[config.mk]
export PLATFORM = sky130hd
export DESIGN_NAME = rca_control
export DESIGN_NICKNAME = d
export VERILOG_FILES = /design/src/design/rca_pkg.sv /design/src/design/rca_control.sv
export SDC_FILE = /design/constraint.sdc
export NUM_CORES = 1
export LEC_CHECK = 0
export BUFFER_PORTS_ARGS = -buffer_cell sky130_fd_sc_hd__buf_4
export CAP_MARGIN = 20
export CORE_ASPECT_RATIO = 1.4
export CORE_MARGIN = 3
export CORE_UTILIZATION = 38
export CTS_BUF_LIST = sky130_fd_sc_hd__clkbuf_8
export DETAILED_ROUTE_END_ITERATION = 8
export SETUP_SLACK_MARGIN = 0.05
export SLEW_MARGIN = 10
export SYNTH_ARGS = -nofsm -noshare
export SYNTH_HDL_FRONTEND = slang
export SYNTH_SLANG_ARGS = --single-unit
[constraint.sdc]
create_clock -name ref_clk -period 6.56 [get_ports ref_clk]
set_input_delay 0.328 -clock ref_clk [delete_from_list [all_inputs] [get_ports ref_clk]]
set_output_delay 0.328 -clock ref_clk [all_outputs]
set_load 0.03 [all_outputs]
[src/design/rca_pkg.sv]
package rca_pkg;
  // byte addresses inside the clock/control space
  localparam logic [7:0] RCA_ADDR_ALM0 = 8'h00;
  localparam logic [7:0] RCA_ADDR_ALM1 = 8'h08;
  localparam logic [7:0] RCA_ADDR_CTL_LO = 8'h10;
  localparam logic [7:0] RCA_ADDR_CTL_HI = 8'h14;
  localparam logic [7:0] RCA_ADDR_PWR = 8'h14;
  localparam logic [7:0] RCA_ADDR_DTR = 8'h13;
  localparam logic [7:0] RCA_ADDR_ATR = 8'h12;
  localparam logic [7:0] RCA_ADDR_ID_LO = 8'h20;
  localparam logic [7:0] RCA_ADDR_ID_HI = 8'h27;
  localparam logic [7:0] RCA_ADDR_RTC_LO = 8'h30;
  localparam logic [7:0] RCA_ADDR_RTC_HI = 8'h37;
  localparam logic [7:0] RCA_ADDR_STATUS = 8'h3F;
  // device-select byte and status commands
  localparam logic [7:0] RCA_SEL_CCR = 8'hDE;
  localparam logic [7:0] RCA_CMD_WEL = 8'h02;
  localparam logic [7:0] RCA_CMD_REGISTER_WRITE_LATCH = 8'h06;
  localparam logic [7:0] RCA_CMD_CLEAR = 8'h00;
  // status byte fields
  localparam int RCA_ST_AL0 = 5;
  localparam int RCA_ST_AL1 = 6;
  localparam int RCA_ST_REGISTER_WRITE_LATCH = 2;
  localparam int RCA_ST_WEL = 1;
  // power byte fields and reset values
  localparam int RCA_PWR_BACKUP_BUS_DISABLE = 7;
  localparam int RCA_PWR_BSW = 6;
  localparam logic [7:0] RCA_PWR_RESET = 8'h40;
  localparam logic [7:0] RCA_ATR_RESET = 8'h00;
  localparam logic [7:0] RCA_DTR_RESET = 8'h00;
  // interrupt control byte (alarm mode) in control space
  localparam logic [7:0] RCA_ADDR_INT = 8'h11;
  localparam int RCA_INT_IM = 7;
  localparam int RCA_INT_ALARM_ONE_ENABLE = 6;
  localparam int RCA_INT_ALARM_ZERO_ENABLE = 5;
  localparam int RCA_INT_FO = 0;
  // programming time
  localparam int RCA_CLK_HZ = 50000000;
  localparam int RCA_PROG_MS = 20;
  localparam int RCA_PROG_CYC = RCA_CLK_HZ / 1000 * RCA_PROG_MS;

  typedef struct packed {
    logic [7:0] data;
    logic valid;
  } rca_byte_type;

  typedef enum logic [4:0] {
    RCA_IDLE = 5'b00001,
    RCA_DEVSEL = 5'b00010,
    RCA_ADDR = 5'b00100,
    RCA_WDATA = 5'b01000,
    RCA_RDATA = 5'b10000
  } rca_state_type;
endpackage : rca_pkg

[src/design/rca_control.sv]
`timescale 1ns/10ps
// What this block does
// RL1 - digital trim top bit is sign, zero magnitude means no correction
// RL2 - trim magnitude bits give ten and twenty ppm, up to thirty
// RL3 - analog trim drives two cap banks, top bit weight applied when clear
// RL4 - backup bus-disable bit blocks serial bus on battery, resets zero
// RL5 - supply-switch policy zero standard, one legacy, legacy default
// RL6 - three-bit reset-level select chooses supply threshold code
// RL7 - reset-level select protected by register-write latch, accepted writes persist
// RL8 - unique id readable at 20h to 27h, writes never change it
// RL9 - status write 02h sets write-enable latch at once
// RL10 - status write 06h sets both latches when write-enable latch already set
// RL11 - host sends select byte, address, data bytes, then stop
// RL12 - control byte writes start up to 20ms program cycle
// RL13 - writes to undefined clock/control addresses are discarded
// RL14 - completed clock/control write clears register-write latch
// RL15 - aborted clock/control write leaves register-write latch set
// RL16 - status write of zero clears both latches
// RL17 - read between sequence steps does not disturb pending write
// RL18 - two alarm flags set when enabled fields match time
// RL19 - alarm flags clear on eighth falling clock of status read
// RL20 - single mode flags one match only, both alarms may run
// RL21 - repeat mode flags every match until mode or enables cleared
// RL22 - repeat with both enables: only alarm zero repeats
// RL23 - alarm byte top bit is field compare enable, no year field
// RL24 - clock/control writes refused while register-write latch clear
module rca_control
  import rca_pkg::*;
#(
  parameter logic [63:0] UNIQUE_ID = 64'h0123456789ABCDEF, // arbitrary value
  parameter int PROG_CYCLES = RCA_PROG_CYC
) (
  input wire logic ref_clk,
  input wire logic rstn,
  input wire logic sclIn,
  input wire logic sdaIn,
  output logic sdaOut,
  output logic sdaOe,
  input wire logic onBattery,
  input wire logic [55:0] rtcTime,
  output logic [5:0] analogTrimCode,
  output logic [2:0] digitalTrim,
  output logic backupBusDisable,
  output logic supplySwitchPolicy,
  output logic [2:0] resetThreshold,
  output logic progBusy,
  output logic [55:0] rtcWrite,
  output logic rtcWriteStrobe
);
  logic [1:0] sclSync_q, sdaSync_q;
  logic sclPrev_q, sdaPrev_q;
  rca_state_type state_q;
  logic [3:0] bitCnt_q;
  logic [7:0] shift_q, addr_q, txByte_q;
  logic isWrite_q, ackPhase_q, ccrSel_q, wroteCcr_q, statusRead_q, aborted_q;
  logic [7:0] alarm_q [16];
  logic [7:0] intCtl_q, atr_q, dtr_q, pwr_q;
  logic [55:0] rtcBuf_q;
  logic wel_q, register_write_latch_q, al0_q, al1_q, al0Done_q, al1Done_q;
  logic [31:0] progCnt_q;
  logic sdaOut_q, sdaOe_q, strobe_q;
  logic [7:0] wrCount_q;
  logic [55:0] prevTime_q;
  logic [1:0] batSync_q;
  logic mAck_q;

  wire scl = sclSync_q[1];
  wire sda = sdaSync_q[1];
  wire sclRise = scl & ~sclPrev_q;
  wire sclFall = ~scl & sclPrev_q;
  wire startCond = scl & sclPrev_q & sdaPrev_q & ~sda;
  wire stopCond = scl & sclPrev_q & ~sdaPrev_q & sda;
  // backup disable
  // RL4 bus gate
  wire busOff = pwr_q[RCA_PWR_BACKUP_BUS_DISABLE] & batSync_q[1];

  function automatic logic inRange(input logic [7:0] a, input logic [7:0] lo,
                                   input logic [7:0] hi);
    return (a >= lo) && (a <= hi);
  endfunction : inRange

  // RL13 address map
  wire addrAlarm = inRange(addr_q, RCA_ADDR_ALM0, 8'h0F);
  wire addrCtl = inRange(addr_q, RCA_ADDR_CTL_LO, RCA_ADDR_CTL_HI);
  wire addrRtc = inRange(addr_q, RCA_ADDR_RTC_LO, RCA_ADDR_RTC_HI);
  wire addrId = inRange(addr_q, RCA_ADDR_ID_LO, RCA_ADDR_ID_HI);
  wire addrSt = addr_q == RCA_ADDR_STATUS;
  wire [2:0] idIdx = addr_q[2:0];
  wire [2:0] rtcIdx = addr_q[2:0];
  // RL24 latch gate
  wire ccrWrOk = register_write_latch_q & (progCnt_q == 32'd0);
  wire byteDone = sclFall & (bitCnt_q == 4'd8) & ~ackPhase_q;
  wire [7:0] rdByte = addrSt ? {1'b0, al1_q, al0_q, 2'b00, register_write_latch_q, wel_q, 1'b0} :
                      addrId ? UNIQUE_ID[{idIdx, 3'b000} +: 8] :
                      (addrRtc && rtcIdx != 3'd7) ? rtcTime[{rtcIdx, 3'b000} +: 8] :
                      addrAlarm ? alarm_q[addr_q[3:0]] :
                      (addr_q == RCA_ADDR_INT) ? intCtl_q :
                      (addr_q == RCA_ADDR_ATR) ? atr_q :
                      (addr_q == RCA_ADDR_DTR) ? dtr_q :
                      (addr_q == RCA_ADDR_PWR) ? pwr_q : 8'h00;

  // RL23 field match
  function automatic logic alarmHit(input logic [7:0] a [16], input int base,
                                    input logic [55:0] t);
    logic hit;
    logic any;
    hit = 1'b1;
    any = 1'b0;
    for (int i = 0; i < 7; i++) begin
      if (i != 5 && a[base+i][7]) begin
        any = 1'b1;
        if (a[base+i][6:0] != t[i*8 +: 7]) hit = 1'b0;
      end
    end
    return hit & any;
  endfunction : alarmHit

  wire tick = rtcTime != prevTime_q;
  wire match0 = tick & alarmHit(alarm_q, 0, rtcTime);
  wire match1 = tick & alarmHit(alarm_q, 8, rtcTime);
  wire repeatMode = intCtl_q[RCA_INT_IM];
  wire en0 = intCtl_q[RCA_INT_ALARM_ZERO_ENABLE] & ~intCtl_q[RCA_INT_FO];
  // RL22 alarm zero priority
  wire en1 = intCtl_q[RCA_INT_ALARM_ONE_ENABLE] & ~intCtl_q[RCA_INT_FO] & ~(repeatMode & en0);
  // RL20 single shot
  // RL21 repeat every match
  wire set0 = match0 & en0 & (repeatMode | ~al0Done_q);
  wire set1 = match1 & en1 & (repeatMode | ~al1Done_q);
  // RL19 read clear on eighth fall
  wire clrAl = byteDone & ~isWrite_q & statusRead_q & (state_q == RCA_RDATA);

  always_ff @(posedge ref_clk or negedge rstn) begin
    if (!rstn) begin
      sclSync_q <= 2'b11;
      sdaSync_q <= 2'b11;
      sclPrev_q <= 1'b1;
      sdaPrev_q <= 1'b1;
      prevTime_q <= '0;
      batSync_q <= 2'b00;
    end else begin
      batSync_q <= {batSync_q[0], onBattery};
      sclSync_q <= {sclSync_q[0], sclIn};
      sdaSync_q <= {sdaSync_q[0], sdaIn};
      sclPrev_q <= scl;
      sdaPrev_q <= sda;
      prevTime_q <= rtcTime;
    end
  end

  // RL18 alarm flags
  always_ff @(posedge ref_clk or negedge rstn) begin
    if (!rstn) begin
      al0_q <= 1'b0;
      al1_q <= 1'b0;
      al0Done_q <= 1'b0;
      al1Done_q <= 1'b0;
    end else begin
      al0_q <= set0 | (al0_q & ~clrAl);
      al1_q <= set1 | (al1_q & ~clrAl);
      al0Done_q <= (al0Done_q | set0) & en0;
      al1Done_q <= (al1Done_q | set1) & en1;
    end
  end

  always_ff @(posedge ref_clk or negedge rstn) begin
    if (!rstn) begin
      state_q <= RCA_IDLE;
      bitCnt_q <= 4'd0;
      shift_q <= 8'h00;
      addr_q <= 8'h00;
      txByte_q <= 8'h00;
      isWrite_q <= 1'b0;
      ackPhase_q <= 1'b0;
      ccrSel_q <= 1'b0;
      wroteCcr_q <= 1'b0;
      statusRead_q <= 1'b0;
      aborted_q <= 1'b0;
      mAck_q <= 1'b0;
      sdaOut_q <= 1'b1;
      sdaOe_q <= 1'b1;
      wel_q <= 1'b0;
      register_write_latch_q <= 1'b0;
      intCtl_q <= 8'h00;
      atr_q <= RCA_ATR_RESET;
      dtr_q <= RCA_DTR_RESET;
      pwr_q <= RCA_PWR_RESET;
      rtcBuf_q <= '0;
      strobe_q <= 1'b0;
      progCnt_q <= 32'd0;
      wrCount_q <= 8'd0;
      for (int i = 0; i < 16; i++) alarm_q[i] <= 8'h00;
    end else begin
      strobe_q <= 1'b0;
      // RL12 program cycle
      if (progCnt_q != 32'd0) progCnt_q <= progCnt_q - 32'd1;
      if (busOff) begin
        state_q <= RCA_IDLE;
        sdaOe_q <= 1'b1;
      end else if (startCond) begin
        // RL15 abort keeps latch
        state_q <= RCA_DEVSEL;
        bitCnt_q <= 4'd0;
        ackPhase_q <= 1'b0;
        sdaOe_q <= 1'b1;
        wroteCcr_q <= 1'b0;
      end else if (stopCond) begin
        // RL14 complete clears latch
        if (wroteCcr_q && !aborted_q) begin
          register_write_latch_q <= 1'b0;
          if (addrRtc || rtcBuf_q != rtcTime) strobe_q <= wrCount_q == 8'd8;
        end
        state_q <= RCA_IDLE;
        wroteCcr_q <= 1'b0;
        sdaOe_q <= 1'b1;
      end else if (state_q != RCA_IDLE) begin
        if (sclRise && !ackPhase_q) begin
          shift_q <= {shift_q[6:0], sda};
          bitCnt_q <= bitCnt_q + 4'd1;
        end
        if (sclRise && ackPhase_q) mAck_q <= ~sda;
        if (sclFall && ackPhase_q) begin
          ackPhase_q <= 1'b0;
          bitCnt_q <= 4'd0;
          sdaOe_q <= 1'b1;
          if (state_q == RCA_RDATA && !isWrite_q) begin
            // a master nack ends the read, else a low data bit would block the stop
            if (mAck_q) begin
              txByte_q <= rdByte;
              sdaOut_q <= rdByte[7];
              sdaOe_q <= rdByte[7];
            end else begin
              state_q <= RCA_IDLE;
            end
          end
        end else if (sclFall && state_q == RCA_RDATA && !ackPhase_q && bitCnt_q < 4'd8) begin
          sdaOe_q <= txByte_q[3'd7 - bitCnt_q[2:0]];
        end
        if (byteDone) begin
          ackPhase_q <= 1'b1;
          unique case (state_q)
            RCA_DEVSEL: begin
              ccrSel_q <= shift_q[7:1] == RCA_SEL_CCR[7:1];
              isWrite_q <= ~shift_q[0];
              sdaOe_q <= ~(shift_q[7:1] == RCA_SEL_CCR[7:1]);
              state_q <= (shift_q[7:1] != RCA_SEL_CCR[7:1]) ? RCA_IDLE :
                         shift_q[0] ? RCA_RDATA : RCA_ADDR;
              statusRead_q <= addrSt;
              if (shift_q[0]) begin
                txByte_q <= rdByte;
              end
            end
            RCA_ADDR: begin
              addr_q <= shift_q;
              sdaOe_q <= 1'b0;
              state_q <= RCA_WDATA;
              wrCount_q <= 8'd0;
              aborted_q <= 1'b0;
            end
            RCA_WDATA: begin
              sdaOe_q <= 1'b0;
              addr_q <= addr_q + 8'd1;
              wrCount_q <= wrCount_q + 8'd1;
              if (addrSt) begin
                // RL9 set write enable
                // RL10 set both latches
                // RL16 clear both
                if (shift_q == RCA_CMD_WEL) wel_q <= 1'b1;
                else if (shift_q == RCA_CMD_REGISTER_WRITE_LATCH && wel_q) begin
                  wel_q <= 1'b1;
                  register_write_latch_q <= 1'b1;
                end else if (shift_q == RCA_CMD_CLEAR) begin
                  wel_q <= 1'b0;
                  register_write_latch_q <= 1'b0;
                end
              end else if (ccrWrOk) begin
                wroteCcr_q <= 1'b1;
                // RL8 id is read only
                if (addrAlarm) begin
                  alarm_q[addr_q[3:0]] <= shift_q;
                  progCnt_q <= 32'(PROG_CYCLES);
                end else if (addr_q == RCA_ADDR_INT) begin
                  intCtl_q <= shift_q;
                  progCnt_q <= 32'(PROG_CYCLES);
                end else if (addr_q == RCA_ADDR_ATR) begin
                  atr_q <= shift_q;
                  progCnt_q <= 32'(PROG_CYCLES);
                end else if (addr_q == RCA_ADDR_DTR) begin
                  dtr_q <= shift_q;
                  progCnt_q <= 32'(PROG_CYCLES);
                end else if (addr_q == RCA_ADDR_PWR) begin
                  // RL7 latch-protected threshold
                  pwr_q <= shift_q;
                  progCnt_q <= 32'(PROG_CYCLES);
                end else if (addrRtc && rtcIdx != 3'd7) begin
                  rtcBuf_q[{rtcIdx, 3'b000} +: 8] <= shift_q;
                end
              end
            end
            RCA_RDATA: begin
              // RL17 read leaves latches
              sdaOe_q <= 1'b1;
              addr_q <= addr_q + 8'd1;
            end
            default: state_q <= RCA_IDLE;
          endcase
        end
      end
    end
  end

  always_ff @(posedge ref_clk or negedge rstn) begin
    if (!rstn) begin
      analogTrimCode <= 6'h00;
      digitalTrim <= 3'h0;
      backupBusDisable <= 1'b0;
      supplySwitchPolicy <= 1'b1;
      resetThreshold <= 3'h0;
      progBusy <= 1'b0;
      sdaOut <= 1'b0;
      sdaOe <= 1'b1;
      rtcWrite <= '0;
      rtcWriteStrobe <= 1'b0;
    end else begin
      // RL3 capacitor banks
      analogTrimCode <= atr_q[5:0];
      // RL1 sign bit
      // RL2 ppm magnitude
      digitalTrim <= dtr_q[2:0];
      backupBusDisable <= pwr_q[RCA_PWR_BACKUP_BUS_DISABLE];
      // RL5 switch policy
      supplySwitchPolicy <= pwr_q[RCA_PWR_BSW];
      // RL6 level select
      resetThreshold <= pwr_q[2:0];
      progBusy <= progCnt_q != 32'd0;
      sdaOut <= 1'b0;
      sdaOe <= sdaOe_q;
      rtcWrite <= rtcBuf_q;
      // RL11 clock bytes commit
      rtcWriteStrobe <= strobe_q;
    end
  end

  // RL14 latch cleared
  register_write_latch_clear_a: assert property (@(posedge ref_clk) disable iff (!rstn)
    (stopCond && !busOff && wroteCcr_q && !aborted_q) |=> !register_write_latch_q) // RL14
    else $error("register latch not cleared");
  // RL24 refused write
  refuse_write_a: assert property (@(posedge ref_clk) disable iff (!rstn)
    !register_write_latch_q && !startCond && !stopCond |=> $stable(atr_q) && $stable(pwr_q)) // RL24
    else $error("write taken without latch");
  // RL12 program time
  prog_busy_a: assert property (@(posedge ref_clk) disable iff (!rstn)
    $rose(progCnt_q != 32'd0) |-> progCnt_q == 32'(PROG_CYCLES)) // RL12
    else $error("program count wrong");
  // RL19 flag clear
  alarm_clear_a: assert property (@(posedge ref_clk) disable iff (!rstn)
    clrAl && !set0 |=> !al0_q) // RL19
    else $error("alarm zero not cleared");
  // RL22 priority
  alarm_prio_a: assert property (@(posedge ref_clk) disable iff (!rstn)
    repeatMode && en0 |-> !set1) // RL22
    else $error("alarm one repeats");
  // RL20 one shot
  single_shot_a: assert property (@(posedge ref_clk) disable iff (!rstn)
    !repeatMode && al0Done_q |-> !set0) // RL20
    else $error("single alarm fired twice");
  // RL4 bus gate
  bus_off_a: assert property (@(posedge ref_clk) disable iff (!rstn)
    busOff |=> state_q == RCA_IDLE && sdaOe_q) // RL4
    else $error("bus active on battery");
  // RL16 clear both
  status_clear_a: assert property (@(posedge ref_clk) disable iff (!rstn)
    byteDone && state_q == RCA_WDATA && addrSt && shift_q == RCA_CMD_CLEAR && !busOff
    && !startCond && !stopCond |=> !wel_q && !register_write_latch_q) // RL16
    else $error("latches not cleared");
endmodule : rca_control

==> impl_results.md, run 1 <==
- Synthesis-stage register bit count: between 400 and 500
- Clk pin slew, worst setup/hold paths: around 60 ps
- Worst Path Required: between 7000 and 8000 ps
- Crit path largest cell delay: roughly 1000 ps
- Post-synth EDFFs: 0
- CTS tree: yes
- Final Total Pwr: about 0.0060 W
- Most frequent cells in the layout: 423 x dfrtp_1, 216 x mux2_2, 152 x buf_4
- Share of layout cells above drive strength 1: about 29%
- Starting Density: around 39%
- Row count: 100
- Gpl congestion: roughly 0.9
- Core area: approximately 54,000 um^2
- Antenna Nets Post-Route: 0
- Most used DFF post-synth: dfrtp_1
- Worst path arrival time: roughly 4500 ps
- Final period demand of the worst path: roughly 4000 ps
- Post-cts resize count: 0
- Final hold vios: 0
- Max-cap violations: 0
- Crit start category: flip-flop
- Clock sinks: between 400 and 500
- Die Y: roughly 280 um
- FILL cells: roughly 5,000
- DP Wirelength: 46,600 um
- Maximum clock frequency: between 200 and 250 MHz
- Slew margin rel.: between 20% and 30%
- CP Buf/Inv Count: 0
- RSZ-0062 raised after global routing: no
- First-pass GRT wire length: roughly 99,000 um
- Synthesized Nets: approximately 1,800
- Vias in the first global route: 15,400
- Register area: about 11,000 um^2
- CP endpoint kind: flip-flop
- Worst vdd ir: approximately 0.14 mV
- Nets: 1,926
- Cell count after synthesis: 1,692
- Die X: approximately 200 um
- Cts bufs inserted: 71
- H-Tree Depth: 3
- P_leak: approximately 12 nW
- Final Non-Filler Cells: about 2,600
- PD cells: 246 nW/um^2
- Post-Syn Area: about 21,000 um^2
- GRT Util Overall: 23.2%
- Setup_tns: 0 ps
- Yosys top cell area share: 51.5%
- Commonest non-fill, non-tap cell in the layout: dfrtp_1
- Clock latency at the later pin of the worst-skew pair: roughly 660 ps
- CP cell instances: nor4_1 > and3_1 > nand3_1 > nor4_1 > nand2_1 > mux2_1
- Post-Place Cell Area: approximately 22,000 um^2
- Initial antenna violation count: 1
- Critical Path Slowest Stage Cell: nor4_1
- Min-delay worst type: in -> async
- Synth cell types: 75
- Fin crit share: about three fifths
- Crit-path max FO: 12
- Synth-to-layout area growth: 17.8%
- Mean Syn Cell Area: 12.3 um^2
- Area leader, netlist: dfrtp_1
- Post-synthesis sequential area ratio: between 50% and 60%
- GRT Residual Overflow: 0
- WS Path Type: reg -> reg
- DRT Wirelength: between 60,000 and 70,000 um
- Total vias in the final route: between 10,000 and 15,000
- Root Buffer: clkbuf_8
- IO Pins: around 140
- Slew Limit Fails: 0
- Pin count of the biggest net entering global routing: about 140
- Average wire per standard cell: 25.4 um
- Iter 0 DRT Violations: between 1,000 and 1,500
- Multi-input logic area: between 9000 and 10,000 um^2
- Clk_skew: ~37 ps
- Placed cells: roughly 2,400
- Worst slew pin tran: between 1000 and 1500 ps
- Status: finished, final reports clean
- Most area-consuming cells after synthesis: dfrtp_1 52%, mux2_2 12%, xor2_1 6.1%, mux4_2 4.8%, xnor2_1 3.7%
- Die area: between 50,000 and 60,000 um^2
- Drt first pass iters: 7
- IO buf count: roughly 130
- Asr flop ratio synth: between 90% and 100%
- Design Area, Final: ~24,000 um^2
- DRC viols: 0
- Clk buf depth: 3
- Critical Path Most Common Cell: nor4_1
- Setup violators final: 0
- Via density: roughly 5.6
- Cell family with most CP delay: simple AND/OR/NAND/NOR gates
- Synthesis warning total: 0
[per-layer routing]
layer  vias up  wire length, um  share of wire (%)  track usage (%)
met5         -                0                  0                0
met2       522            33600                 50             40.4
met3       185             3490                5.2             3.64
met1      7519            25500                 38             27.5
li1       6362                -                  -                -
met4         0             4040                6.1             12.9
[logic make-up (layout without fill, tap and decap cells)]
group,after synthesis,in the layout,synth area share (%)
other cells,1,2,0.0180
flops,439,439,52.9
buf+inv,151,369,2.77
xor+xnor,233,233,9.82
simple gates,402,402,10.4
compound gates,162,162,5.36
fa+ha+maj,10,10,0.602
mux,294,294,18.1
[Yosys cell counts (all sizes together), types with 3 or more instances]
| cell type | count |
|---|---|
| nor3 | 33 |
| ha | 10 |
| o22ai | 3 |
| nand3 | 22 |
| a31oi | 15 |
| mux4 | 44 |
| dfstp | 11 |
| o211ai | 3 |
| xor2 | 145 |
| clkbuf | 114 |
| and2 | 20 |
| or3 | 7 |
| a21oi | 34 |
| and4b | 5 |
| nand2b | 5 |
| o2111ai | 5 |
| nand2 | 104 |
| o21a | 6 |
| nor3b | 8 |
| nor2b | 10 |
| o41ai | 11 |
| inv | 26 |
| o21ai | 35 |
| a21o | 3 |
| mux2 | 221 |
| nand4 | 36 |
| nor4b | 4 |
| nor4 | 50 |
| mux2i | 29 |
| o2bb2ai | 9 |
| or4 | 6 |
| a32oi | 5 |
| nor2 | 64 |
| and3 | 9 |
| o31ai | 7 |
| nand3b | 9 |
| dfrtp | 428 |
| xnor2 | 88 |
| buf | 10 |
[layout make-up]
type	instances	area share, %
Clock inverter	43	1.29
Sequential cell	439	44.9
Antenna cell	1	0.0102
Tap cell	714	3.65
Inverter	27	0.414
Clock buffer	85	4.78
Multi-Input combinational cell	1102	37.7
Timing Repair Buffer	214	7.25
[per-stage QoR]
| stage | hold WS [ps] | util (%) | setup WS, ps |
|---|---|---|---|
| floorplan | 32.4 | - | 2980 |
| global placement | 344 | 41.7 | 2730 |
| detailed placement | 350 | 41.7 | 2600 |
| CTS | 313 | 45.6 | 2570 |
| global route | 321 | 45.6 | 2380 |
| finish | 313 | 45.6 | 2550 |
[state kept, by name, summed over array words and instances (netlist names), 6 cells and up]
signal          flops
alarm_q           128
prevTime_q         56
rtcBuf_q           56
rtcWrite           56
progCnt_q          32
addr_q              8
atr_q               8
dtr_q               8
intCtl_q            8
pwr_q               8
shift_q             8
txByte_q            8
wrCount_q           8
analogTrimCode      6
[path summary, 6_finish.rpt]
path,slack [ps],start,endpoint,depth (start not counted)
min in group ref_clk,340,sdaIn,sdaSync_q[0],2
max in group asynchronous,4610,rstn,rtcWrite[29],3
min reg2reg,360,batSync_q[0],batSync_q[1],0
max reg2reg,2550,progCnt_q[8],alarm_q[73],6
max,2550,progCnt_q[8],alarm_q[73],6
min,310,rstn,analogTrimCode[2],2
[worst reg2reg max path, stage by stage (launching register included)]
cell and delay (ps):
dfrtp_1 420, nor4_1 540, and3_1 420, nand3_1 580
nor4_1 1030, nand2_1 440, mux2_1 450
[report_power, final]
part           switching, W  total [W]  internal [W]
registers          0.000165    0.00293       0.00277
clock network       0.00113    0.00247       0.00134
logic              0.000422   0.000610      0.000188
total               0.00172    0.00601       0.00430
[timing repair]
item                                   4_1_cts  5_1_grt
hold buffers                                60        0
buffers inserted                             0        0
endpoints found under the hold margin      164        0
setup endpoints to repair                    0        0
Note: power is estimated with default switching activity, not from simulation.
==> run 2: changes to the inputs <==
Settings changed: ABC_AREA set to 1.
Clock period 6.56 ns to 4.1 ns, I/O delays scaled along.
==> run 2 against run 1 <==
  * Synthesized cell count up 48%
  * Combinational power grew 140%
  * Hold slack got worse by 180 ps
  * Wire length rose by 9.2%
  * Sequential cell count did not move
  * Count of clock-buffer cells in the layout fell by 1
  * Sequential share of layout area down 1.9 points
  * Area after synthesis rose by 4.9%
  * Core utilization shrank 0.48 points
  * Critical endpoint is now alarm_q[28]
  * Largest power group unchanged
==> impl_results.md, run 2 <==
- Status: finished, final reports clean (unchanged)
- Via density: 5.33 (was 5.56)
- CP endpoint kind: flip-flop (unchanged)
- GRT Util Overall: 23.9% (was 23.2%)
- Row count: 103 (was 100)
- Worst path arrival time: 3880 ps (was 4520 ps)
- Yosys top cell area share: 49.1% (was 51.5%)
- Worst slew pin tran: 1060 ps (was 1050 ps)
- Cts bufs inserted: 70 (was 71)
- Setup violators final: 0 (unchanged)
- Most frequent cell after synthesis: nand2_1 (was dfrtp_1)
- Biggest register: alarm_q (unchanged)
- H-Tree Depth: 3 (unchanged)
- Synthesis-stage register bit count: 439 (unchanged)
- Design Area, Final: 25,500 um^2 (was 24,500 um^2)
- Post-Syn Area: 21,800 um^2 (was 20,800 um^2)
- PD cells: 406 nW/um^2 (was 246 nW/um^2)
- Root Buffer: clkbuf_8 (unchanged)
- Nets: 2,746 (was 1,926)
- RSZ-0062 raised after global routing: no (unchanged)
- Share of layout cells above drive strength 1: 15.8% (was 28.8%)
- Post-synthesis sequential area ratio: 50.4% (was 52.9%)
- Gpl congestion: 0.955 (was 0.898)
- Total vias in the final route: 18,500 (was 14,600)
- Post-CTS Setup Repair Bufs: 0 (unchanged)
- Core area: 56,600 um^2 (was 53,700 um^2)
- Crit start category: flip-flop (unchanged)
- Post-Place Cell Area: 23,400 um^2 (was 22,400 um^2)
- Mean Syn Cell Area: 8.74 um^2 (was 12.3 um^2)
- CTS tree: yes (unchanged)
- Fin util: 45.1% (was 45.6%)
- Asr flop ratio synth: 100% (unchanged)
- Maximum clock frequency: 298 MHz (was 250 MHz)
- Synth-to-layout area growth: 17.1% (was 17.8%)
- Initial antenna violation count: 2 (was 1)
- P_leak: 12.0 nW (was 11.5 nW)
- Slew margin rel.: 29.1% (was 29.4%)
- Clk buf depth: 3 (unchanged)
- Final Non-Filler Cells: 3,465 (was 2,625)
- Clock latency at the later pin of the worst-skew pair: 650 ps (was 660 ps)
- IO buf count: 133 (unchanged)
- Worst vdd ir: 0.190 mV (was 0.136 mV)
- Starting Density: 38.6% (was 38.7%)
- Most frequent cells in the layout: 532 x nand2_1, 427 x dfrtp_1, 259 x o21ai_0 (was 423 x dfrtp_1, 216 x mux2_2, 152 x buf_4)
- Placed cells: 3,278 (was 2,435)
- Most area-consuming cells after synthesis: dfrtp_1 49%, nand2_1 9.2%, o21ai_0 5.9%, xnor2_1 4.6%, nor2_1 4.3% (was dfrtp_1 52%, mux2_2 12%, xor2_1 6.1%, mux4_2 4.8%, xnor2_1 3.7%)
- WS Path Type: reg -> reg (unchanged)
- Synth cell types: 60 (was 75)
- Die area: 60,400 um^2 (was 57,600 um^2)
- Slew Limit Fails: 0 (unchanged)
- Crit-path max FO: 16 (was 12)
- Placement Setup Slack: 843 ps (was 2600 ps)
- Worst Path Required: 4620 ps (was 7080 ps)
- Pin count of the biggest net entering global routing: 100 (was 143)
- Average wire per standard cell: 21.0 um (was 25.4 um)
- Post-synth EDFFs: 0 (unchanged)
- Most used DFF post-synth: dfrtp_1 (unchanged)
- Commonest non-fill, non-tap cell in the layout: nand2_1 (was dfrtp_1)
- Clk pin slew, worst setup/hold paths: 70 ps (was 60 ps)
- Area leader, netlist: dfrtp_1 (unchanged)
- Iter 0 DRT Violations: 1,456 (was 1,103)
- Final hold vios: 0 (unchanged)
- Final setup margin: 746 ps (was 2550 ps)
- Antenna Nets Post-Route: 0 (unchanged)
- DRC viols: 0 (unchanged)
- Setup_tns: 0 ps (unchanged)
- Die Y: 290 um (was 283 um)
- GRT Residual Overflow: 0 (unchanged)
- Synthesis warning total: 0 (unchanged)
- Largest register FFs: 128 (unchanged)
- IO Pins: 135 (unchanged)
- DRT Wirelength: 72,700 um (was 66,600 um)
- DP Wirelength: 52,700 um (was 46,600 um)
- Vias in the first global route: 18,700 (was 15,400)
- Drt first pass iters: 7 (unchanged)
- Die X: 209 um (was 204 um)
- Clk_skew: 32.9 ps (was 36.9 ps)
- Max-cap violations: 0 (unchanged)
- Fin crit share: 81.8% (was 61.1%)
- First-pass GRT wire length: 112,000 um (was 99,100 um)
- Final period demand of the worst path: 3350 ps (was 4010 ps)
- Clock sinks: 439 (unchanged)
- Cell count after synthesis: 2,497 (was 1,692)
- Synth cell count leaders: 532 x nand2_1, 428 x dfrtp_1, 259 x o21ai_0 (was 428 x dfrtp_1, 216 x mux2_2, 145 x xor2_1)
- Synthesized Nets: 2,568 (was 1,763)
- Min-delay worst type: in -> async (unchanged)
## run 2: cell types whose count changed in the layout (fill, tap and decap cells not counted), moves of 70 or more
cell     before  now
inv_1        51  153
mux2_2      216    1
xor2_1      145   75
nand3_1      22  132
nor2_1       64  249
o21ai_0      34  259
nand2_1     104  532
## run 2: cell families after synthesis
group | after synthesis | share of synthesized area (%)
simple gates | 1129 | 23.4
xor+xnor | 190 | 7.63
mux | 1 | 0.0516
compound gates | 443 | 11.8
buf+inv | 284 | 6.09
flops | 439 | 50.4
fa+ha+maj | 10 | 0.574
other cells | 1 | 0.0172
## run 2: critical path, cell delays in order (launching register included)
cell and delay [ps]:
dfrtp_1 400, inv_1 170, ha_1 310, nand2_2 140
inv_1 180, nand2_1 70, nor2_1 340, nand4_2 190
nor2_4 420, nand3_1 590, o21ai_0 410
## run 2: what timing repair did
item / in CTS / in global routing
hold buffers: 60 / 0
hold endpoints to repair: 144 / 0
gates resized for setup: 0 / 0
## run 2: area by class of cell
type	instances	area (um^2)
Antenna cell	1	2.50
Clock buffer	84	1160
Clock inverter	42	423
Fill cell	5439	31000
Inverter	154	584
Multi-Input combinational cell	1774	9490
Sequential cell	439	11000
Tap cell	735	920
Timing Repair Buffer	236	1970
## run 2: per-stage QoR
| step | hold WS (ps) | total power, W |
|---|---|---|
| global route | 193 | 0.0108 |
| floorplan | -90.6 | 0.00537 |
| finish | 137 | 0.0104 |
| detailed placement | 271 | 0.00611 |
| global placement | 258 | 0.00610 |
| CTS | 179 | 0.0104 |
## run 2: per-layer routing
layer | global-route usage [%] | routed length, um
met1 | 28.9 | 28400
met2 | 40.7 | 35100
met3 | 3.67 | 4560
met4 | 14.0 | 4650
met5 | 0 | 0
## run 2: where the power goes
part	internal, W	total [W]	switching, W
combinational	0.000376	0.00144	0.00107
sequential	0.00447	0.00468	0.000212
clock	0.00239	0.00426	0.00186
total	0.00724	0.0104	0.00314
## run 2: worst paths after layout
| check | from | end | slack, ps | cells past startpoint |
|---|---|---|---|---|
| max | progCnt_q[0] | alarm_q[28] | 750 | 10 |
| min | rstn | rtcWrite[47] | 140 | 2 |
| max reg2reg | progCnt_q[0] | alarm_q[28] | 750 | 10 |
| min reg2reg | batSync_q[0] | batSync_q[1] | 360 | 0 |
| max in group asynchronous | rstn | atr_q[5] | 2710 | 3 |
| min in group ref_clk | onBattery | batSync_q[0] | 230 | 2 |
